--- src/inc/host_port_pkg.sv ---
package host_port_pkg;
  // Core-side register addresses
  localparam logic [23:0] OFS_PIN_CONFIG = 24'hFFFFC4;
  localparam logic [23:0] OFS_WIN_BASE   = 24'hFFFFC5;
  localparam logic [23:0] OFS_PIN_DIR    = 24'hFFFFC8;
  localparam logic [23:0] OFS_PIN_VALUE  = 24'hFFFFC9;

  // Port control field positions
  localparam int B_GPIO_EN    = 0;
  localparam int B_A8_EN      = 1;
  localparam int B_A9_EN      = 2;
  localparam int B_SEL_EN     = 3;
  localparam int B_REQ_EN     = 4;
  localparam int B_ACK_EN     = 5;
  localparam int B_PORT_EN    = 6;
  localparam int B_REQ_OD     = 8;
  localparam int B_DS_POL     = 9;
  localparam int B_AS_POL     = 10;
  localparam int B_MUXED      = 11;
  localparam int B_DUAL_STB   = 12;
  localparam int B_SEL_POL    = 13;
  localparam int B_REQ_POL    = 14;
  localparam int B_ACK_POL    = 15;

  // Writable bits of each register
  localparam logic [15:0] PIN_CONFIG_WMASK = 16'hFF7F;
  localparam logic [15:0] WIN_BASE_WMASK   = 16'h00FF;

  // Reset values
  localparam logic [15:0] PIN_CONFIG_RST = 16'h0000;
  localparam logic [15:0] PIN_DIR_RST    = 16'h0000;
  localparam logic [15:0] PIN_VALUE_RST  = 16'h0000;
  localparam logic [7:0]  WIN_BASE_RST   = 8'h80;

  // Port pin positions
  localparam int P_DATA_LO = 0;
  localparam int P_DATA_HI = 7;
  localparam int P_ADDR0   = 8;
  localparam int P_ADDR1   = 9;
  localparam int P_ADDR2   = 10;
  localparam int P_SELECT  = 11;
  localparam int P_RW      = 12;
  localparam int P_DS      = 13;
  localparam int P_REQ     = 14;
  localparam int P_ACK     = 15;
  localparam int NUM_PINS  = 16;
endpackage

--- src/hw/host_port_pin_and_bus_config.sv ---
`timescale 1ns/1ps
`default_nettype none
// How it works
// - Multiplexed mode: select only when address bits 10..3 (latched bits 7..3, live pins 10..8) equal base.
// - Base register bits 15..8 always read zero.
// - General-pin enable off: general pins float and their inputs read zero.
// - Multiplexed mode: address-8 pin is address 8 or general, per bit 1.
// - Multiplexed mode: address-9 pin is address 9 or general, per bit 2.
// - Bit 3 set: select pin is chip select or address 10; clear: general.
// - Request enable drives combined request, or separate transmit and receive requests.
// - Single-request mode: acknowledge input needs both ack and request enables.
// - Port enable off: every pin is general-purpose, interface inactive.
// - Port control bit 7 always reads zero.
// - Request outputs push-pull with bit 8 clear, open-drain with it set.
// - Data strobes active low with bit 9 clear, active high when set.
// - Address sampled while address strobe is at its active level.
// - Bit 11 set: register address from address latch, else from pins.
// - Bit 12 clear: one strobe plus read/write line; set: separate strobes.
// - Chip select polarity from bit 13, ignored in multiplexed mode.
// - Request outputs active low with bit 14 clear, active high when set.
// - Interrupt vector driven on data pins while acknowledge is active.
// - Direction bit set makes a general pin an output, clear an input.
// - Clearing port enable resets the interface state.
module host_port_pin_and_bus_config
  import host_port_pkg::*;
(
  // Clock and reset
  input  wire logic        mclk,
  input  wire logic        resetn,
  // Core register port
  input  wire logic [23:0] core_addr,
  input  wire logic        core_wr,
  input  wire logic        core_rd,
  input  wire logic [15:0] core_wdata,
  output logic [15:0]      core_rdata,
  // Port pins
  input  wire logic [15:0] pin_in,
  output logic [15:0]      pin_out,
  output logic [15:0]      pin_oe_n,
  // Interface logic requests and data
  input  wire logic        double_request_mode,
  input  wire logic        combined_request,
  input  wire logic        transmit_request,
  input  wire logic        receive_request,
  input  wire logic [7:0]  interrupt_vector_reg,
  input  wire logic [7:0]  host_read_data,
  // Decoded host access
  output logic             host_select,
  output logic             host_read,
  output logic             host_write,
  output logic [2:0]       host_reg_addr,
  output logic [7:0]       host_write_data,
  output logic             vector_read,
  output logic             iface_reset
);

  // Configuration registers
  logic [15:0] pin_config_ff;
  logic [15:0] pin_dir_ff;
  logic [15:0] pin_value_ff;
  logic [7:0]  win_base_ff;
  logic [7:0]  addr_latch_ff;

  // Registered outputs
  logic [15:0] core_rdata_ff;
  logic [15:0] pin_out_ff;
  logic [15:0] pin_oe_n_ff;
  logic        host_select_ff;
  logic        host_read_ff;
  logic        host_write_ff;
  logic [2:0]  host_reg_addr_ff;
  logic [7:0]  host_write_data_ff;
  logic        vector_read_ff;
  logic        iface_reset_ff;

  // Next values
  logic [15:0] nxt_pin_out;
  logic [15:0] nxt_pin_oe_n;
  logic [15:0] nxt_core_rdata;

  // Decoded configuration
  logic gpio_en;
  logic a8_en;
  logic a9_en;
  logic sel_en;
  logic req_en;
  logic ack_en;
  logic port_en;
  logic req_od;
  logic ds_pol;
  logic as_pol;
  logic muxed;
  logic dual_stb;
  logic sel_pol;
  logic req_pol;
  logic ack_pol;

  // Pin roles and decoded pin levels
  logic [15:0] gpio_mode;
  logic [15:0] gpio_out;
  logic [15:0] gpio_oe_n;
  logic [15:0] gpio_read;
  logic        ack_is_input;
  logic        ds_act;
  logic        rd_line_act;
  logic        as_act;
  logic        cs_act;
  logic        ack_act;
  logic [2:0]  addr_hi;
  logic        base_match;
  logic        sel_int;
  logic        rd_stb;
  logic        wr_stb;
  logic        access;
  logic [2:0]  reg_addr;
  logic        drive_data;
  logic [7:0]  data_drive;
  logic        req_lvl_a;
  logic        req_lvl_b;

  assign gpio_en  = pin_config_ff[B_GPIO_EN];
  assign a8_en    = pin_config_ff[B_A8_EN];
  assign a9_en    = pin_config_ff[B_A9_EN];
  assign sel_en   = pin_config_ff[B_SEL_EN];
  assign req_en   = pin_config_ff[B_REQ_EN];
  assign ack_en   = pin_config_ff[B_ACK_EN];
  assign port_en  = pin_config_ff[B_PORT_EN];
  assign req_od   = pin_config_ff[B_REQ_OD];
  assign ds_pol   = pin_config_ff[B_DS_POL];
  assign as_pol   = pin_config_ff[B_AS_POL];
  assign muxed    = pin_config_ff[B_MUXED];
  assign dual_stb = pin_config_ff[B_DUAL_STB];
  assign sel_pol  = pin_config_ff[B_SEL_POL];
  assign req_pol  = pin_config_ff[B_REQ_POL];
  assign ack_pol  = pin_config_ff[B_ACK_POL];

  // Register writes; mode bits are trusted to change only while disabled
  always_ff @(posedge mclk or negedge resetn) begin
    if (!resetn) begin
      pin_config_ff <= PIN_CONFIG_RST;
      pin_dir_ff    <= PIN_DIR_RST;
      pin_value_ff  <= PIN_VALUE_RST;
      win_base_ff   <= WIN_BASE_RST;
    end else if (core_wr) begin
      unique case (core_addr)
        OFS_PIN_CONFIG: pin_config_ff <= core_wdata & PIN_CONFIG_WMASK;
        OFS_WIN_BASE:   win_base_ff   <= core_wdata[7:0];
        OFS_PIN_DIR:    pin_dir_ff    <= core_wdata;
        OFS_PIN_VALUE:  pin_value_ff  <= core_wdata;
        default: begin
        end
      endcase
    end
  end

  // Read mux; unmapped addresses answer zero
  always_comb begin
    nxt_core_rdata = core_rdata_ff;
    if (core_rd) begin
      unique case (core_addr)
        OFS_PIN_CONFIG: nxt_core_rdata = pin_config_ff & PIN_CONFIG_WMASK;
        OFS_WIN_BASE:   nxt_core_rdata = {8'h00, win_base_ff};
        OFS_PIN_DIR:    nxt_core_rdata = pin_dir_ff;
        OFS_PIN_VALUE:  nxt_core_rdata = gpio_read;
        default:        nxt_core_rdata = 16'h0000;
      endcase
    end
  end

  always_ff @(posedge mclk or negedge resetn) begin
    if (!resetn) begin
      core_rdata_ff <= 16'h0000;
    end else begin
      core_rdata_ff <= nxt_core_rdata;
    end
  end

  // Acknowledge is an input only in single-request mode with both enables
  assign ack_is_input = port_en & req_en & ack_en & ~double_request_mode;

  // Pin roles: a set bit hands the pin to the general-purpose cell
  always_comb begin
    gpio_mode = 16'hFFFF;
    if (port_en) begin
      gpio_mode[P_DATA_HI:P_DATA_LO] = 8'h00;
      gpio_mode[P_ADDR0]  = 1'b0;
      gpio_mode[P_ADDR1]  = muxed & ~a8_en;
      gpio_mode[P_ADDR2]  = muxed & ~a9_en;
      gpio_mode[P_SELECT] = ~sel_en;
      gpio_mode[P_RW]     = 1'b0;
      gpio_mode[P_DS]     = 1'b0;
      gpio_mode[P_REQ]    = ~req_en;
      gpio_mode[P_ACK]    = ~(req_en & (double_request_mode | ack_en));
    end
  end

  // One general-purpose cell per pin
  genvar gi;
  generate
    for (gi = 0; gi < NUM_PINS; gi = gi + 1) begin : g_cell
      pin_gpio_cell u_cell (
        .gpio_mode   (gpio_mode[gi]),
        .gpio_enable (gpio_en),
        .direction   (pin_dir_ff[gi]),
        .value       (pin_value_ff[gi]),
        .pin_in      (pin_in[gi]),
        .pin_out     (gpio_out[gi]),
        .pin_oe_n    (gpio_oe_n[gi]),
        .read_bit    (gpio_read[gi])
      );
    end
  endgenerate

  // Active levels of the incoming strobes and selects
  assign ds_act      = pin_in[P_DS] ~^ ds_pol;
  assign rd_line_act = pin_in[P_RW] ~^ ds_pol;
  assign as_act      = pin_in[P_ADDR0] ~^ as_pol;
  assign cs_act      = pin_in[P_SELECT] ~^ sel_pol;
  assign ack_act     = ack_is_input & (pin_in[P_ACK] ~^ ack_pol);

  // Address latch follows the bus while the address strobe is active
  always_ff @(posedge mclk or negedge resetn) begin
    if (!resetn) begin
      addr_latch_ff <= 8'h00;
    end else if (!port_en) begin
      addr_latch_ff <= 8'h00;
    end else if (muxed && as_act) begin
      addr_latch_ff <= pin_in[P_DATA_HI:P_DATA_LO];
    end
  end

  // Upper address lines count only where their pin is given to the bus
  assign addr_hi = {sel_en & pin_in[P_SELECT],
                    a9_en & pin_in[P_ADDR2],
                    a8_en & pin_in[P_ADDR1]};
  assign base_match = ({addr_hi, addr_latch_ff[7:3]} == win_base_ff);

  // Chip select: self select when multiplexed, else the select pin, or always selected with bit 3 clear
  always_comb begin
    if (muxed) begin
      sel_int = base_match;
    end else if (sel_en) begin
      sel_int = cs_act;
    end else begin
      sel_int = 1'b1;
    end
  end

  // Read and write strobes from one strobe or two
  always_comb begin
    if (dual_stb) begin
      rd_stb = rd_line_act;
      wr_stb = ds_act;
    end else begin
      rd_stb = ds_act & pin_in[P_RW];
      wr_stb = ds_act & ~pin_in[P_RW];
    end
  end

  // Select only takes effect with a data strobe, so address glitches are harmless
  assign access = port_en & sel_int & (rd_stb | wr_stb);

  // Register address from the latch or straight from the pins
  assign reg_addr = muxed ? addr_latch_ff[2:0]
                          : {pin_in[P_ADDR2], pin_in[P_ADDR1], pin_in[P_ADDR0]};

  // Data pins carry the vector during acknowledge, else read data
  assign drive_data = ack_act | (access & rd_stb);
  assign data_drive = ack_act ? interrupt_vector_reg : host_read_data;

  // Request levels after polarity
  assign req_lvl_a = (double_request_mode ? transmit_request : combined_request)
                     ~^ req_pol;
  assign req_lvl_b = receive_request ~^ req_pol;

  // Pin drive: general pins from their cells, host pins by role
  always_comb begin
    nxt_pin_out  = gpio_out;
    nxt_pin_oe_n = gpio_oe_n;
    if (port_en) begin
      nxt_pin_out[P_DATA_HI:P_DATA_LO]  = data_drive;
      nxt_pin_oe_n[P_DATA_HI:P_DATA_LO] = drive_data ? 8'h00 : 8'hFF;
      nxt_pin_oe_n[P_ADDR0] = 1'b1;
      nxt_pin_oe_n[P_RW]    = 1'b1;
      nxt_pin_oe_n[P_DS]    = 1'b1;
      if (!gpio_mode[P_ADDR1]) begin
        nxt_pin_oe_n[P_ADDR1] = 1'b1;
      end
      if (!gpio_mode[P_ADDR2]) begin
        nxt_pin_oe_n[P_ADDR2] = 1'b1;
      end
      if (!gpio_mode[P_SELECT]) begin
        nxt_pin_oe_n[P_SELECT] = 1'b1;
      end
      if (req_en) begin
        // Open drain only ever pulls low, so the wire needs a pull-up
        nxt_pin_out[P_REQ]  = req_od ? 1'b0 : req_lvl_a;
        nxt_pin_oe_n[P_REQ] = req_od ? req_lvl_a : 1'b0;
        if (double_request_mode) begin
          nxt_pin_out[P_ACK]  = req_od ? 1'b0 : req_lvl_b;
          nxt_pin_oe_n[P_ACK] = req_od ? req_lvl_b : 1'b0;
        end else if (ack_en) begin
          nxt_pin_oe_n[P_ACK] = 1'b1;
        end
      end
    end
  end

  // Pin outputs are registered so the pads never see decode glitches
  always_ff @(posedge mclk or negedge resetn) begin
    if (!resetn) begin
      pin_out_ff  <= 16'h0000;
      pin_oe_n_ff <= 16'hFFFF;
    end else begin
      pin_out_ff  <= nxt_pin_out;
      pin_oe_n_ff <= nxt_pin_oe_n;
    end
  end

  // Decoded access towards the interface registers
  always_ff @(posedge mclk or negedge resetn) begin
    if (!resetn) begin
      host_select_ff     <= 1'b0;
      host_read_ff       <= 1'b0;
      host_write_ff      <= 1'b0;
      host_reg_addr_ff   <= 3'h0;
      host_write_data_ff <= 8'h00;
      vector_read_ff     <= 1'b0;
    end else begin
      host_select_ff     <= access;
      host_read_ff       <= access & rd_stb;
      host_write_ff      <= access & wr_stb;
      host_reg_addr_ff   <= reg_addr;
      host_write_data_ff <= pin_in[P_DATA_HI:P_DATA_LO];
      vector_read_ff     <= ack_act;
    end
  end

  // Interface held in reset while the port is disabled
  always_ff @(posedge mclk or negedge resetn) begin
    if (!resetn) begin
      iface_reset_ff <= 1'b1;
    end else begin
      iface_reset_ff <= ~port_en;
    end
  end

  assign core_rdata      = core_rdata_ff;
  assign pin_out         = pin_out_ff;
  assign pin_oe_n        = pin_oe_n_ff;
  assign host_select     = host_select_ff;
  assign host_read       = host_read_ff;
  assign host_write      = host_write_ff;
  assign host_reg_addr   = host_reg_addr_ff;
  assign host_write_data = host_write_data_ff;
  assign vector_read     = vector_read_ff;
  assign iface_reset     = iface_reset_ff;

endmodule
`default_nettype wire

--- src/hw/pin_gpio_cell.sv ---
`timescale 1ns/1ps
`default_nettype none
module pin_gpio_cell (
  // Configuration
  input  wire logic gpio_mode,
  input  wire logic gpio_enable,
  input  wire logic direction,
  input  wire logic value,
  // Pin side
  input  wire logic pin_in,
  output logic      pin_out,
  output logic      pin_oe_n,
  // Read-back
  output logic      read_bit
);
  logic live;

  // A general pin only works while the general-pin enable is on
  assign live     = gpio_mode & gpio_enable;
  assign pin_out  = value;
  assign pin_oe_n = ~(live & direction);

  // Outputs read back what was written; a dead input reads zero
  assign read_bit = direction ? value : (live & pin_in);
endmodule
`default_nettype wire

--- config.mk ---
export PLATFORM = sky130hd
export DESIGN_NAME = host_port_pin_and_bus_config
export DESIGN_NICKNAME = d
export VERILOG_FILES = /design/src/inc/host_port_pkg.sv /design/src/hw/host_port_pin_and_bus_config.sv /design/src/hw/pin_gpio_cell.sv
export SDC_FILE = /design/constraint.sdc
export NUM_CORES = 1
export LEC_CHECK = 0
export BUFFER_PORTS_ARGS = -buffer_cell sky130_fd_sc_hd__clkbuf_2
export CORE_ASPECT_RATIO = 1.4
export CORE_MARGIN = 5
export CORE_UTILIZATION = 48
export CTS_CLUSTER_SIZE = 14
export DETAILED_ROUTE_END_ITERATION = 16
export PLACE_DENSITY = 0.86
export SYNTH_ARGS = -nofsm -noshare
export SYNTH_HDL_FRONTEND = slang
export SYNTH_SLANG_ARGS = --single-unit
--- constraint.sdc ---
create_clock -name mclk -period 1.65 [get_ports mclk]
set_input_delay 0.0825 -clock mclk [delete_from_list [all_inputs] [get_ports mclk]]
set_output_delay 0.0825 -clock mclk [all_outputs]
set_load 0.01 [all_outputs]
== After elaboration in Yosys (flattened, before gate mapping) ==
Cells that the tools add are included.

* Register bits: 127
* Word-level logic and storage cells: 167
* Output and inout bits: 64

* Equality and inequality tests: 6
* Reductions and logical operators: 5
* Mux-type cells: 43
* Bitwise operators: 98

{| class="wikitable"
|+ Operators by type and width
! cell !! count
|-
| equality test 24 bit, second input constant || 4
|-
| bitwise AND 1 bit || 64
|-
| case mux 16 bit (4 select lines) || 1
|-
| two-way mux 8 bit || 5
|-
| two-way mux 16 bit || 2
|-
| two-way mux 1 bit || 31
|-
| NOT 1 bit || 24
|-
| equality test 8 bit || 1
|-
| AND reduction 2 bit || 4
|-
| XNOR 1 bit || 7
|-
| two-way mux 2 bit || 3
|-
| two-way mux 3 bit || 1
|-
| OR 1 bit || 3
|-
| != test 2 x 1 -> 1 bit, second input constant || 1
|-
| logical AND 1 bit || 1
|}

== Longest topological paths before layout ==
Gate-level depths: netlist of the first run.

* Word-level depth: 11
* Gate-level depth with buffers: 7
* Gate-level depth less buffers: 5

== Hierarchy ==
A second synthesis of the first run with hierarchy kept.

* Cells, all modules: 515
* Area, all modules: 5881.9 µm²

{| class="wikitable"
|+ Modules (own cells, without submodules)
! module !! cells an instance !! times used !! area each (µm²)
|-
| host_port_pin_and_bus_config || 435 || 1 || 5461.5
|-
| pin_gpio_cell || 5 || 16 || 26.3
|}

== Worst setup path after synthesis of the first run ==
No wires, ideal clock.

* Path type: reg-to-reg
* Start point: register win_base_ff[7]
* End point: register host_write_ff (netlist: host_write)
* Arrival: 1.533 ns
* Buffers on the path: 0
* Library setup time: 0.125 ns
* Path slack: -0.009 ns
* Cell stages (with the launch flop): 6
* Data required time: 1.525 ns
* Cell sequence: dfstp_2 -> and3_1 -> o22ai_1 -> nor4_1 -> o21ai_0 -> a2111oi_0

* Longest elaborated chain between the ends: 5

{| class="wikitable"
|+ RTL lines
! what !! line !! text
|-
| start, declared || host_port_pin_and_bus_config.sv:61 || <nowiki>logic [7:0] win_base_ff;</nowiki>
|-
| start signal, assigned || host_port_pin_and_bus_config.sv:147 || <nowiki>OFS_WIN_BASE: win_base_ff <= core_wdata[7:0];</nowiki>
|-
| equality test 8 bit || host_port_pin_and_bus_config.sv:236 || <nowiki>assign base_match = ({addr_hi, addr_latch_ff[7:3]} == win_base_ff);</nowiki>
|-
| two-way mux 1 bit || host_port_pin_and_bus_config.sv:240 || <nowiki>if (muxed) begin</nowiki>
|-
| bitwise AND 1 bit (2 in series) || host_port_pin_and_bus_config.sv:261 || <nowiki>assign access = port_en & sel_int & (rd_stb | wr_stb);</nowiki>
|-
| bitwise AND 1 bit || host_port_pin_and_bus_config.sv:332 || <nowiki>host_write_ff <= access & wr_stb;</nowiki>
|-
| end signal, assigned || host_port_pin_and_bus_config.sv:332 ||
|-
| end, declared || host_port_pin_and_bus_config.sv:70 || <nowiki>logic host_write_ff;</nowiki>
|}

No other way between the ends.
A chain may end at the register's enable or synchronous reset.

== Worst setup path after layout of the first run ==
* Start point: register addr_latch_ff[3]
* End point: register host_read_ff (netlist: host_read)

* Longest elaborated chain between the ends: 5

{| class="wikitable"
|+ RTL lines
! what !! line !! text
|-
| start, declared || host_port_pin_and_bus_config.sv:62 || <nowiki>logic [7:0] addr_latch_ff;</nowiki>
|-
| start signal, assigned || host_port_pin_and_bus_config.sv:228 || <nowiki>addr_latch_ff <= pin_in[P_DATA_HI:P_DATA_LO];</nowiki>
|-
| equality test 8 bit || host_port_pin_and_bus_config.sv:236 ||
|-
| two-way mux 1 bit || host_port_pin_and_bus_config.sv:240 ||
|-
| bitwise AND 1 bit (2 in series) || host_port_pin_and_bus_config.sv:261 ||
|-
| bitwise AND 1 bit || host_port_pin_and_bus_config.sv:331 || <nowiki>host_read_ff <= access & rd_stb;</nowiki>
|-
| end signal, assigned || host_port_pin_and_bus_config.sv:331 ||
|-
| end, declared || host_port_pin_and_bus_config.sv:69 || <nowiki>logic host_read_ff;</nowiki>
|}

No other way between the ends.

==> results of run 1 <==
kinds of logic (layout without fill, tap and decap cells):
kind of cell              count (synthesis)  after routing  share of synthesized area, %
other                                     0              1                             0
muxes                                    82             82                          16.7
DFF                                     127            127                          57.3
and+or+nand+nor                         123            123                          12.2
AOI/OAI and AO/OA                        87             87                          9.97
xor gates and xnor gates                 12             12                          1.88
buffers and inverters                    24            275                          1.95
worst max-delay path by stage:
stage	from	endpoint	cells past startpoint
after floorplan	core_addr[4]	pin_dir_ff[10]	7
after global placement	core_addr[4]	pin_value_ff[3]	8
after detailed placement	win_base_ff[0]	host_write	5
after CTS	pin_config_ff[15]	pin_oe_n[2]	7
after global routing	addr_latch_ff[3]	host_read	6
final	addr_latch_ff[3]	host_read	6
layer usage:
| metal | GRT usage [%] | up-vias |
|---|---|---|
| met3 | 6.33 | 69 |
| met4 | 14.0 | 0 |
| met2 | 45.1 | 297 |
| met1 | 30.5 | 2423 |
| li1 | - | 2122 |
| met5 | 0 | - |
final cells by class:
cell class                      instances  area (µm²)
Clock buffer                           19         453
Antenna cell                            1        2.50
Sequential cell                       127        3200
Multi-Input combinational cell        304        2380
Clock inverter                         13         184
Fill cell                             741        3410
Inverter                                7        26.3
Tap cell                              144         180
Timing Repair Buffer                  236        1560
per-stage QoR:
step / area (µm²) / instances
2_1_floorplan: 5580 / 455
3_3_place_gp: 6810 / 775
3_5_place_dp: 6810 / 775
4_1_cts: 7890 / 848
5_1_grt: 7980 / 850
6_report: 7990 / 851
tightest hold or removal path: stages:
cell      delay (ns)
clkbuf_2        0.13
nand2b_1        0.09
o211ai_1        0.09
power by group:
part	total [µW]	switching [µW]	internal [µW]
Sequential	3140	3.36	3130
Combinational	420	224	196
Clock	4020	1410	2610
Total	7580	1640	5940
flip-flops by register name (all words and copies together), names as in the netlist, 3 cells and up:
signal and flops:
core_rdata 16, pin_dir_ff 16, pin_oe_n 16, pin_out 16, pin_value_ff 16, pin_config_ff 15, addr_latch_ff 8, host_write_data 8
win_base_ff 8, host_reg_addr 3
placed cells by master, fill, tap and decap left out, types with 3 or more instances in the layout:
| master | count |
|---|---|
| a21o_1 | 7 |
| a21oi_1 | 15 |
| a21oi_2 | 5 |
| a22o_1 | 6 |
| a31oi_1 | 5 |
| and3_1 | 3 |
| buf_4 | 49 |
| bufinv_16 | 4 |
| clkbuf_16 | 17 |
| clkbuf_2 | 142 |
| clkinv_2 | 3 |
| clkinvlp_4 | 3 |
| dfrtp_1 | 109 |
| dfstp_2 | 18 |
| dlygate4sd3_1 | 41 |
| inv_1 | 5 |
| inv_6 | 3 |
| mux2_2 | 48 |
| mux2_4 | 10 |
| mux2i_1 | 21 |
| mux2i_2 | 3 |
| nand2_1 | 38 |
| nand2b_1 | 16 |
| nand3_1 | 11 |
| nand3_2 | 3 |
| nand4_1 | 4 |
| nor2_1 | 20 |
| nor2b_1 | 4 |
| nor3_2 | 4 |
| o211ai_1 | 11 |
| o21ai_0 | 17 |
| o22ai_1 | 8 |
| o2bb2ai_1 | 3 |
| xnor2_1 | 8 |
| xor2_1 | 3 |
repair_timing:
action                                 CTS  global route
setup endpoints to repair                6            18
hold buffers                            41             0
endpoints found under the hold margin  145             0
pin swaps                                6             4
buffers inserted                         0             2
gates resized for setup                  9            18
cloned                                   0             0
==> results.yml, run 1 <==
outcome:
  violations: "setup timing"
  status: "complete, but fails checks"
die:
  die_w_um: 101
  core_area_um2: 11400
  rows: 46
  start_util_pct: 49.0
  io_pins: 144
  die-area_um2: 13900
  die_h_um: 138
grt:
  grt_pass1_vias: 5190
  grt_start_max_net_pins: 37
  grt_pass1_wl_um: 27800
  grt.total_usage_pct: 26.4
  grt_overflow_total: 0
  antenna_found_initial: 0
synth:
  syn_area_um2: 5580
  synth-main-ff-cell: "dfrtp_1"
  synth_most_common_cell: "dfrtp_1"
  synthTopCellsByArea: "dfrtp_1, mux2_2, dfstp_2"
  yosysTopAreaCellShare_pct: 48.9
  async_flop_share_pct: 100
  synth_cell_type_count: 49
  synth_commonest_cells: "dfrtp_1, mux2_2, nand2_1"
  ys_seq_elements: 127
  syn_inst: 455
  synth_nets: 535
  yosysTopAreaCell: "dfrtp_1"
  synth.yosys.seq_area_share_pct: 57.3
  avgSynthCellArea_um2: 12.3
  synth-edff-count: 0
  yosys_warnings: 0
cts:
  clock-sinks: 127
  clock_path_buffers: 2
  cts_buffers: 17
  ctsRootBufferMaster: "clkbuf_16"
  cts_tree: "yes"
  path_clk_slew_ns: 0.06
  ctsHtreeMaxLevel: 4
  clk_latency_ns: 0.42
worst_setup_path:
  path_max_fanout: 2
  cpMaxStageDelayCell: "dfrtp_1"
  startpoint_type: "register"
  ff2ff_path_depth: 6
  slowest_delay_ns: 0.39
  cp_cell_sequence: "xnor2_1, nand4_1, nor4_4, o21ai_2, buf_4, nor2_1"
  r2r_slack_ns: -0.10
  crit_type: "reg -> reg"
  worst-endpoint-arrival_ns: 2.06
  crit_path_end_kind: "register"
  worstPathRequired_ns: 1.96
  reg2reg_from: "addr_latch_ff[3]"
  path_buf_inv: 1
  timing.rr.end: "host_read"
  cpLargestDelayFamily: "simple AND/OR/NAND/NOR gates"
detailed_routing:
  routedWlPerCell_um: 21.3
  drt_iter0_markers: 445
  first_pass_iters: 5
  wl_met3_um: 1220
  top_layer_used: "met4"
  drc: 0
  drtAntennaViolNets: 0
  routed_wl_um: 18100
  num_vias: 4911
  wl_met1_um: 6470
  via_per_inst: 5.77
  routed-wl-met2_um: 9520
timing:
  worst_slew_pin_slew_ns: 0.476
  whs_ns: 0.0279
  hold_viol_final: 0
  min_period_over_period_pct: 106
  rsz0062_at_grt: "yes"
  fin_worst_skew_ns: 0.00869
  slew_headroom_pct: 68.3
  fmax_mhz: 571
  min_period_ns: 1.75
  finalSetupViolCount: 10
  worst_slack_ns: -0.101
  slew_viol_final: 0
  tns_ns: -0.432
placed_design:
  post-dp-hpwl_um: 11900
  port_buffers: 143
  gp_congestion: 0.870
  post-place-ws_ns: -0.226
min_path:
  hold_start: "pin_in[13]"
  holdPathStages: 3
  hold_path_end: "core_rdata[13]"
  min_path_type: "in -> reg"
run:
  max-cap-violations: 0
power_and_ir_drop:
  power_density_nw_per_um2: 949
  finalPower_uw: 7580
  p_leak_uw: 0.00393
  vdd_drop_max_mv: 0.782
layout:
  drive_gt1_share_pct: 47.3
  area_growth_pct: 43.1
  final_util_pct: 70.1
  num-nets-final: 773
(Power assumes the default switching activity.)
==> inputs of run 2 (changes only) <==
--- a/config.mk
+++ b/config.mk
@@ -7,9 +7,9 @@
 export LEC_CHECK = 0
-export BUFFER_PORTS_ARGS = -buffer_cell sky130_fd_sc_hd__clkbuf_2
 export CORE_ASPECT_RATIO = 1.4
 export CORE_MARGIN = 5
-export CORE_UTILIZATION = 48
+export CORE_UTILIZATION = 55
 export CTS_CLUSTER_SIZE = 14
 export DETAILED_ROUTE_END_ITERATION = 16
-export PLACE_DENSITY = 0.86
+export DONT_BUFFER_PORTS = 1
+export PLACE_DENSITY = 0.83
 export SYNTH_ARGS = -nofsm -noshare
--- a/constraint.sdc
+++ b/constraint.sdc
@@ -3,2 +3,2 @@
 set_output_delay 0.0825 -clock mclk [all_outputs]
-set_load 0.01 [all_outputs]
+set_load 0.05 [all_outputs]
==> run 2 against run 1 <==
  * The flow finishes with violations (hold timing, setup timing)
  * Clock skew down 0.0031 ns
  * Worst setup slack better by 0.045 ns
  * Sequential share of layout area up 4.6 points
  * Via count down 15%
  * First-iteration DRC count down 33%
  * Cell area down 10%
  * Count of clock-buffer cells in the layout up 2
  * Combinational power down 51%
  * Fmax up 2.6%
  * Register-to-register slack better by 0.04 ns
  * Sequential power up 2%
==> results.yml, run 2 (synthesized netlist as in run 1, its figures left out) <==
outcome:
  status: "complete, but fails checks"
  violations: "hold timing, setup timing"
layout:
  layout_common_cells: "dfrtp_1, mux2_2, dlygate4sd3_1"
  area_growth_pct: 28.3
  stdcell_area_um2: 7160
  diodes: 0
  num-nets-final: 626
  drive_gt1_share_pct: 31.3
  seq_area_um2: 3200
  fillers: 651
  multi_input_comb_area_um2: 2360
  final_util_pct: 72.3
  final_common_cell: "dfrtp_1"
timing:
  fin_worst_skew_ns: 0.00559
  fmax_mhz: 586
  finalSetupViolCount: 10
  whs_ns: -0.633
  slew_viol_final: 0
  slew_headroom_pct: 66.9
  hold_viol_final: 127
  worst_slack_ns: -0.0559
  min_period_over_period_pct: 103
  tns_ns: -0.413
  rsz0062_at_grt: "yes"
  worst_slew_pin_slew_ns: 0.497
  min_period_ns: 1.71
die:
  die_w_um: 95.2
  rows: 43
  die-area_um2: 12300
  die_h_um: 129
  start_util_pct: 56.4
  core_area_um2: 9900
  io_pins: 144
detailed_routing:
  routedWlPerCell_um: 22.0
  drc: 0
  via_per_inst: 6.00
  first_pass_iters: 5
  drtAntennaViolNets: 0
  drt_iter0_markers: 300
  routed_wl_um: 15300
  num_vias: 4167
worst_setup_path:
  timing.rr.end: "pin_oe_n[7]"
  endpoint: "pin_oe_n[7]"
  crit_type: "reg -> reg"
  worstPathRequired_ns: 1.98
  ff2ff_path_depth: 6
  r2r_slack_ns: -0.06
  path_max_fanout: 8
  crit_path_end_kind: "register"
  startpoint_type: "register"
  crit_start: "win_base_ff[4]"
  reg2reg_from: "win_base_ff[4]"
  worst-endpoint-arrival_ns: 2.04
grt:
  grt_start_max_net_pins: 128
  antenna_found_initial: 0
  grt.total_usage_pct: 25.6
  grt_overflow_total: 0
  grt_pass1_wl_um: 23500
  grt_pass1_vias: 4540
placed_design:
  port_buffers: 0
  gp_congestion: 0.888
  post-place-ws_ns: -0.264
  post-dp-hpwl_um: 10200
  place_area_um2: 6000
cts:
  ctsHtreeMaxLevel: 4
  path_clk_slew_ns: 0.06
  clock-sinks: 127
  cts_tree: "yes"
  clk_latency_ns: 0.41
  clock_path_buffers: 2
  ctsRootBufferMaster: "clkbuf_16"
  cts_hold_buf: 48
  cts_buffers: 17
power_and_ir_drop:
  vdd_drop_max_mv: 0.702
  p_leak_uw: 0.00328
  power_density_nw_per_um2: 980
run:
  max-cap-violations: 0
min_path:
  min_path_type: "in -> async"
==> run 2: power by group <==
group / leakage (µW) / internal (µW) / switching (µW)
registers: 0.00169 / 3130 / 55.1
clock network: 0.000288 / 2320 / 1300
logic: 0.00130 / 115 / 90.1
total: 0.00328 / 5570 / 1450
==> run 2: area by class of cell <==
cell class / instances / area share (%)
clock inverter: 11 / 1.59
inverter: 7 / 0.367
multi-input combinational: 304 / 32.9
sequential: 127 / 44.7
tap: 135 / 2.36
clock buffer: 21 / 6.57
timing repair buffer: 89 / 11.5
==> run 2: through the flow <==
step	total power [µW]	cells
floorplan	3310	455
global placement	3320	613
detailed placement	3320	613
CTS	7050	694
global route	7200	694
finish	7020	694
==> run 2: how the worst min path moves through the flow <==
stage | to | cells after the start | startpoint
2_1_floorplan | addr_latch_ff[0] | 0 | resetn
3_3_place_gp | pin_value_ff[8] | 0 | resetn
3_5_place_dp | pin_value_ff[9] | 0 | resetn
4_1_cts | host_write_data[3] | 0 | resetn
5_1_grt | core_rdata[9] | 0 | resetn
6_report | core_rdata[10] | 0 | resetn
==> run 2: routing by layer <==
metal	GRT usage, %	part of all wire, %	vias to the layer above
met5	0	0	-
met2	43.2	53	184
li1	-	-	1827
met4	11.6	2.7	0
met3	9.47	8.2	40
met1	28.5	36	2116
==> run 2: what timing repair did <==
item                                    in CTS  in global routing
gates resized for setup                      7                 14
cloned                                       0                  0
pin swaps                                    3                  6
endpoints found under the setup margin      11                 18
hold endpoints to repair                   225                127
setup buffers                                1                  0
==> run 2: critical path, cell delays in order, from the launching register on <==
cell	delay, ns
dfrtp_1	0.40
xnor2_1	0.18
nand4_1	0.17
nor4_4	0.39
o311a_1	0.26
buf_6	0.17
a21oi_1	0.05
==> inputs of run 3 (changes only) <==
- PLACE_DENSITY: 0.83 -> 0.8
- clock period: 1.65 -> 2.1 ns (I/O delays scaled with it)
==> run 3 against run 2 <==
  * The run ends with hold timing left
  * Total power down 21%
  * Hold slack improved by 0.021 ns
  * Flip-flop and latch count did not move
  * Die area unchanged
  * Worst setup slack better by 0.27 ns
  * Count of clock-buffer cells in the layout rose by 4
  * Sequential power is 21% lower
  * Sequential share of layout area rose by 1.9 points
  * Global-route usage is 0.83 points higher
  * Fmax shrank 9.6%
  * Critical path type unchanged
  * Highest routed layer unchanged
==> results.yml, run 3 (synthesized netlist as in run 1, its figures left out) <==
layout:
  area_growth_pct: 23.1
  fillers: 705
  diodes: 0
  drive_gt1_share_pct: 24.8
  final_common_cell: "dfrtp_1"
  num-nets-final: 603
  layout_common_cells: "dfrtp_1, dlygate4sd3_1, mux2_2"
  stdcell_area_um2: 6870
timing:
  fmax_mhz: 530
  whs_ns: -0.611
  hold_viol_final: 127
  min_period_ns: 1.89
  finalSetupViolCount: 0
  worst_slew_pin_slew_ns: 0.602
  min_period_over_period_pct: 89.9
  rsz0062_at_grt: "no"
  tns_ns: 0
  slew_headroom_pct: 59.5
  slew_viol_final: 0
  fin_worst_skew_ns: 0.00619
placed_design:
  port_buffers: 0
  post-dp-hpwl_um: 10300
  place_area_um2: 5800
  gp_congestion: 0.950
die:
  die-area_um2: 12300
  die_h_um: 129
  core_area_um2: 9900
  rows: 43
  io_pins: 144
  die_w_um: 95.2
  start_util_pct: 56.4
min_path:
  min_path_type: "in -> async"
detailed_routing:
  drc: 0
  num_vias: 4159
  routedWlPerCell_um: 23.2
  via_per_inst: 6.20
  first_pass_iters: 5
  drt_iter0_markers: 354
  drtAntennaViolNets: 0
  routed_wl_um: 15500
grt:
  grt_start_max_net_pins: 128
  grt_overflow_total: 0
  grt.total_usage_pct: 26.4
  grt_pass1_vias: 4524
  grtUsageMet3_pct: 8.54
  antenna_found_initial: 0
  use_met2_pct: 43.9
  grt_pass1_wl_um: 24000
  busiest_layer: "met2"
  grtUsageMet1_pct: 29.7
worst_setup_path:
  slowest_delay_ns: 0.55
  worst-endpoint-arrival_ns: 2.16
  crit_type: "reg -> reg"
  cp_cell_sequence: "and3_1, o22ai_1, nor4_1, o21ai_0, a2111oi_0"
  worstPathRequired_ns: 2.37
  path_max_fanout: 4
  cpLargestDelayFamily: "compound AO/OA/AOI/OAI gates"
  crit_start: "win_base_ff[7]"
  cpMaxStageDelayCell: "dfstp_2"
  reg2reg_from: "win_base_ff[7]"
  startpoint_type: "register"
  path_buf_inv: 0
  crit_path_end_kind: "register"
outcome:
  violations: "hold timing"
  status: "complete, but fails checks"
power_and_ir_drop:
  p_leak_uw: 0.00313
  vdd_drop_max_mv: 0.573
  finalPower_uw: 5520
  power_density_nw_per_um2: 803
cts:
  ctsRootBufferMaster: "clkbuf_16"
  post-cts-setup-buffers: 0
  ctsHtreeMaxLevel: 4
  cts_buffers: 17
  cts_hold_buf: 49
  path_clk_slew_ns: 0.05
  clk_latency_ns: 0.41
  clock-sinks: 127
  cts_tree: "yes"
  clock_path_buffers: 2
run:
  max-cap-violations: 0
[run 3: report_power, final]
part           total [µW]  internal [µW]  switching [µW]
combinational         159           88.1            70.8
sequential           2510           2460            43.3
clock                2860           1860             996
total                5520           4410            1110
[run 3: area by class of cell]
class	count	area [µm²]	share of cell area, %
well taps	135	169	2.46
multi-input cells	304	2280	33.2
repair buffers	66	618	8.99
clock inverters	7	85.1	1.24
flip-flops and latches	127	3200	46.6
clock buffers	25	495	7.21
inverters	7	26.3	0.382
[run 3: worst paths after layout]
kind                                   to  cells after the start  slack (ns)
hold / removal             pin_dir_ff[12]                      0       -0.61
setup reg to reg               host_write                      5        0.21
max in group asynchronous    pin_oe_n[11]                      0        2.48
setup / recovery               host_write                      5        0.21
min in group mclk            pin_oe_n[15]                      2        0.03
hold reg to reg               pin_out[10]                      0        0.40
[run 3: layer usage]
layer	vias to the layer above	wire length (µm)
met5	-	0
met4	0	573
met3	49	1260
met2	205	8090
met1	2132	5610
li1	1773	-
[run 3: repair_timing]
item | CTS | global route
endpoints found under the hold margin | 226 | 127
gates resized for setup | 0 | 0
setup endpoints to repair | 0 | 0
[run 3: metrics by stage]
stage,setup slack [ns],std cells,util [%]
after detailed placement,0.267,590,58.6
after global placement,0.330,590,58.6
after CTS,0.216,671,69.4
final,0.212,671,69.4
after floorplan,0.441,455,-
after global routing,0.0341,671,69.4
[run 3: worst reg2reg max path, stage by stage (launching register included)]
cell and delay (ns):
dfstp_2 0.55, and3_1 0.17, o22ai_1 0.07, nor4_1 0.36, o21ai_0 0.20, a2111oi_0 0.41
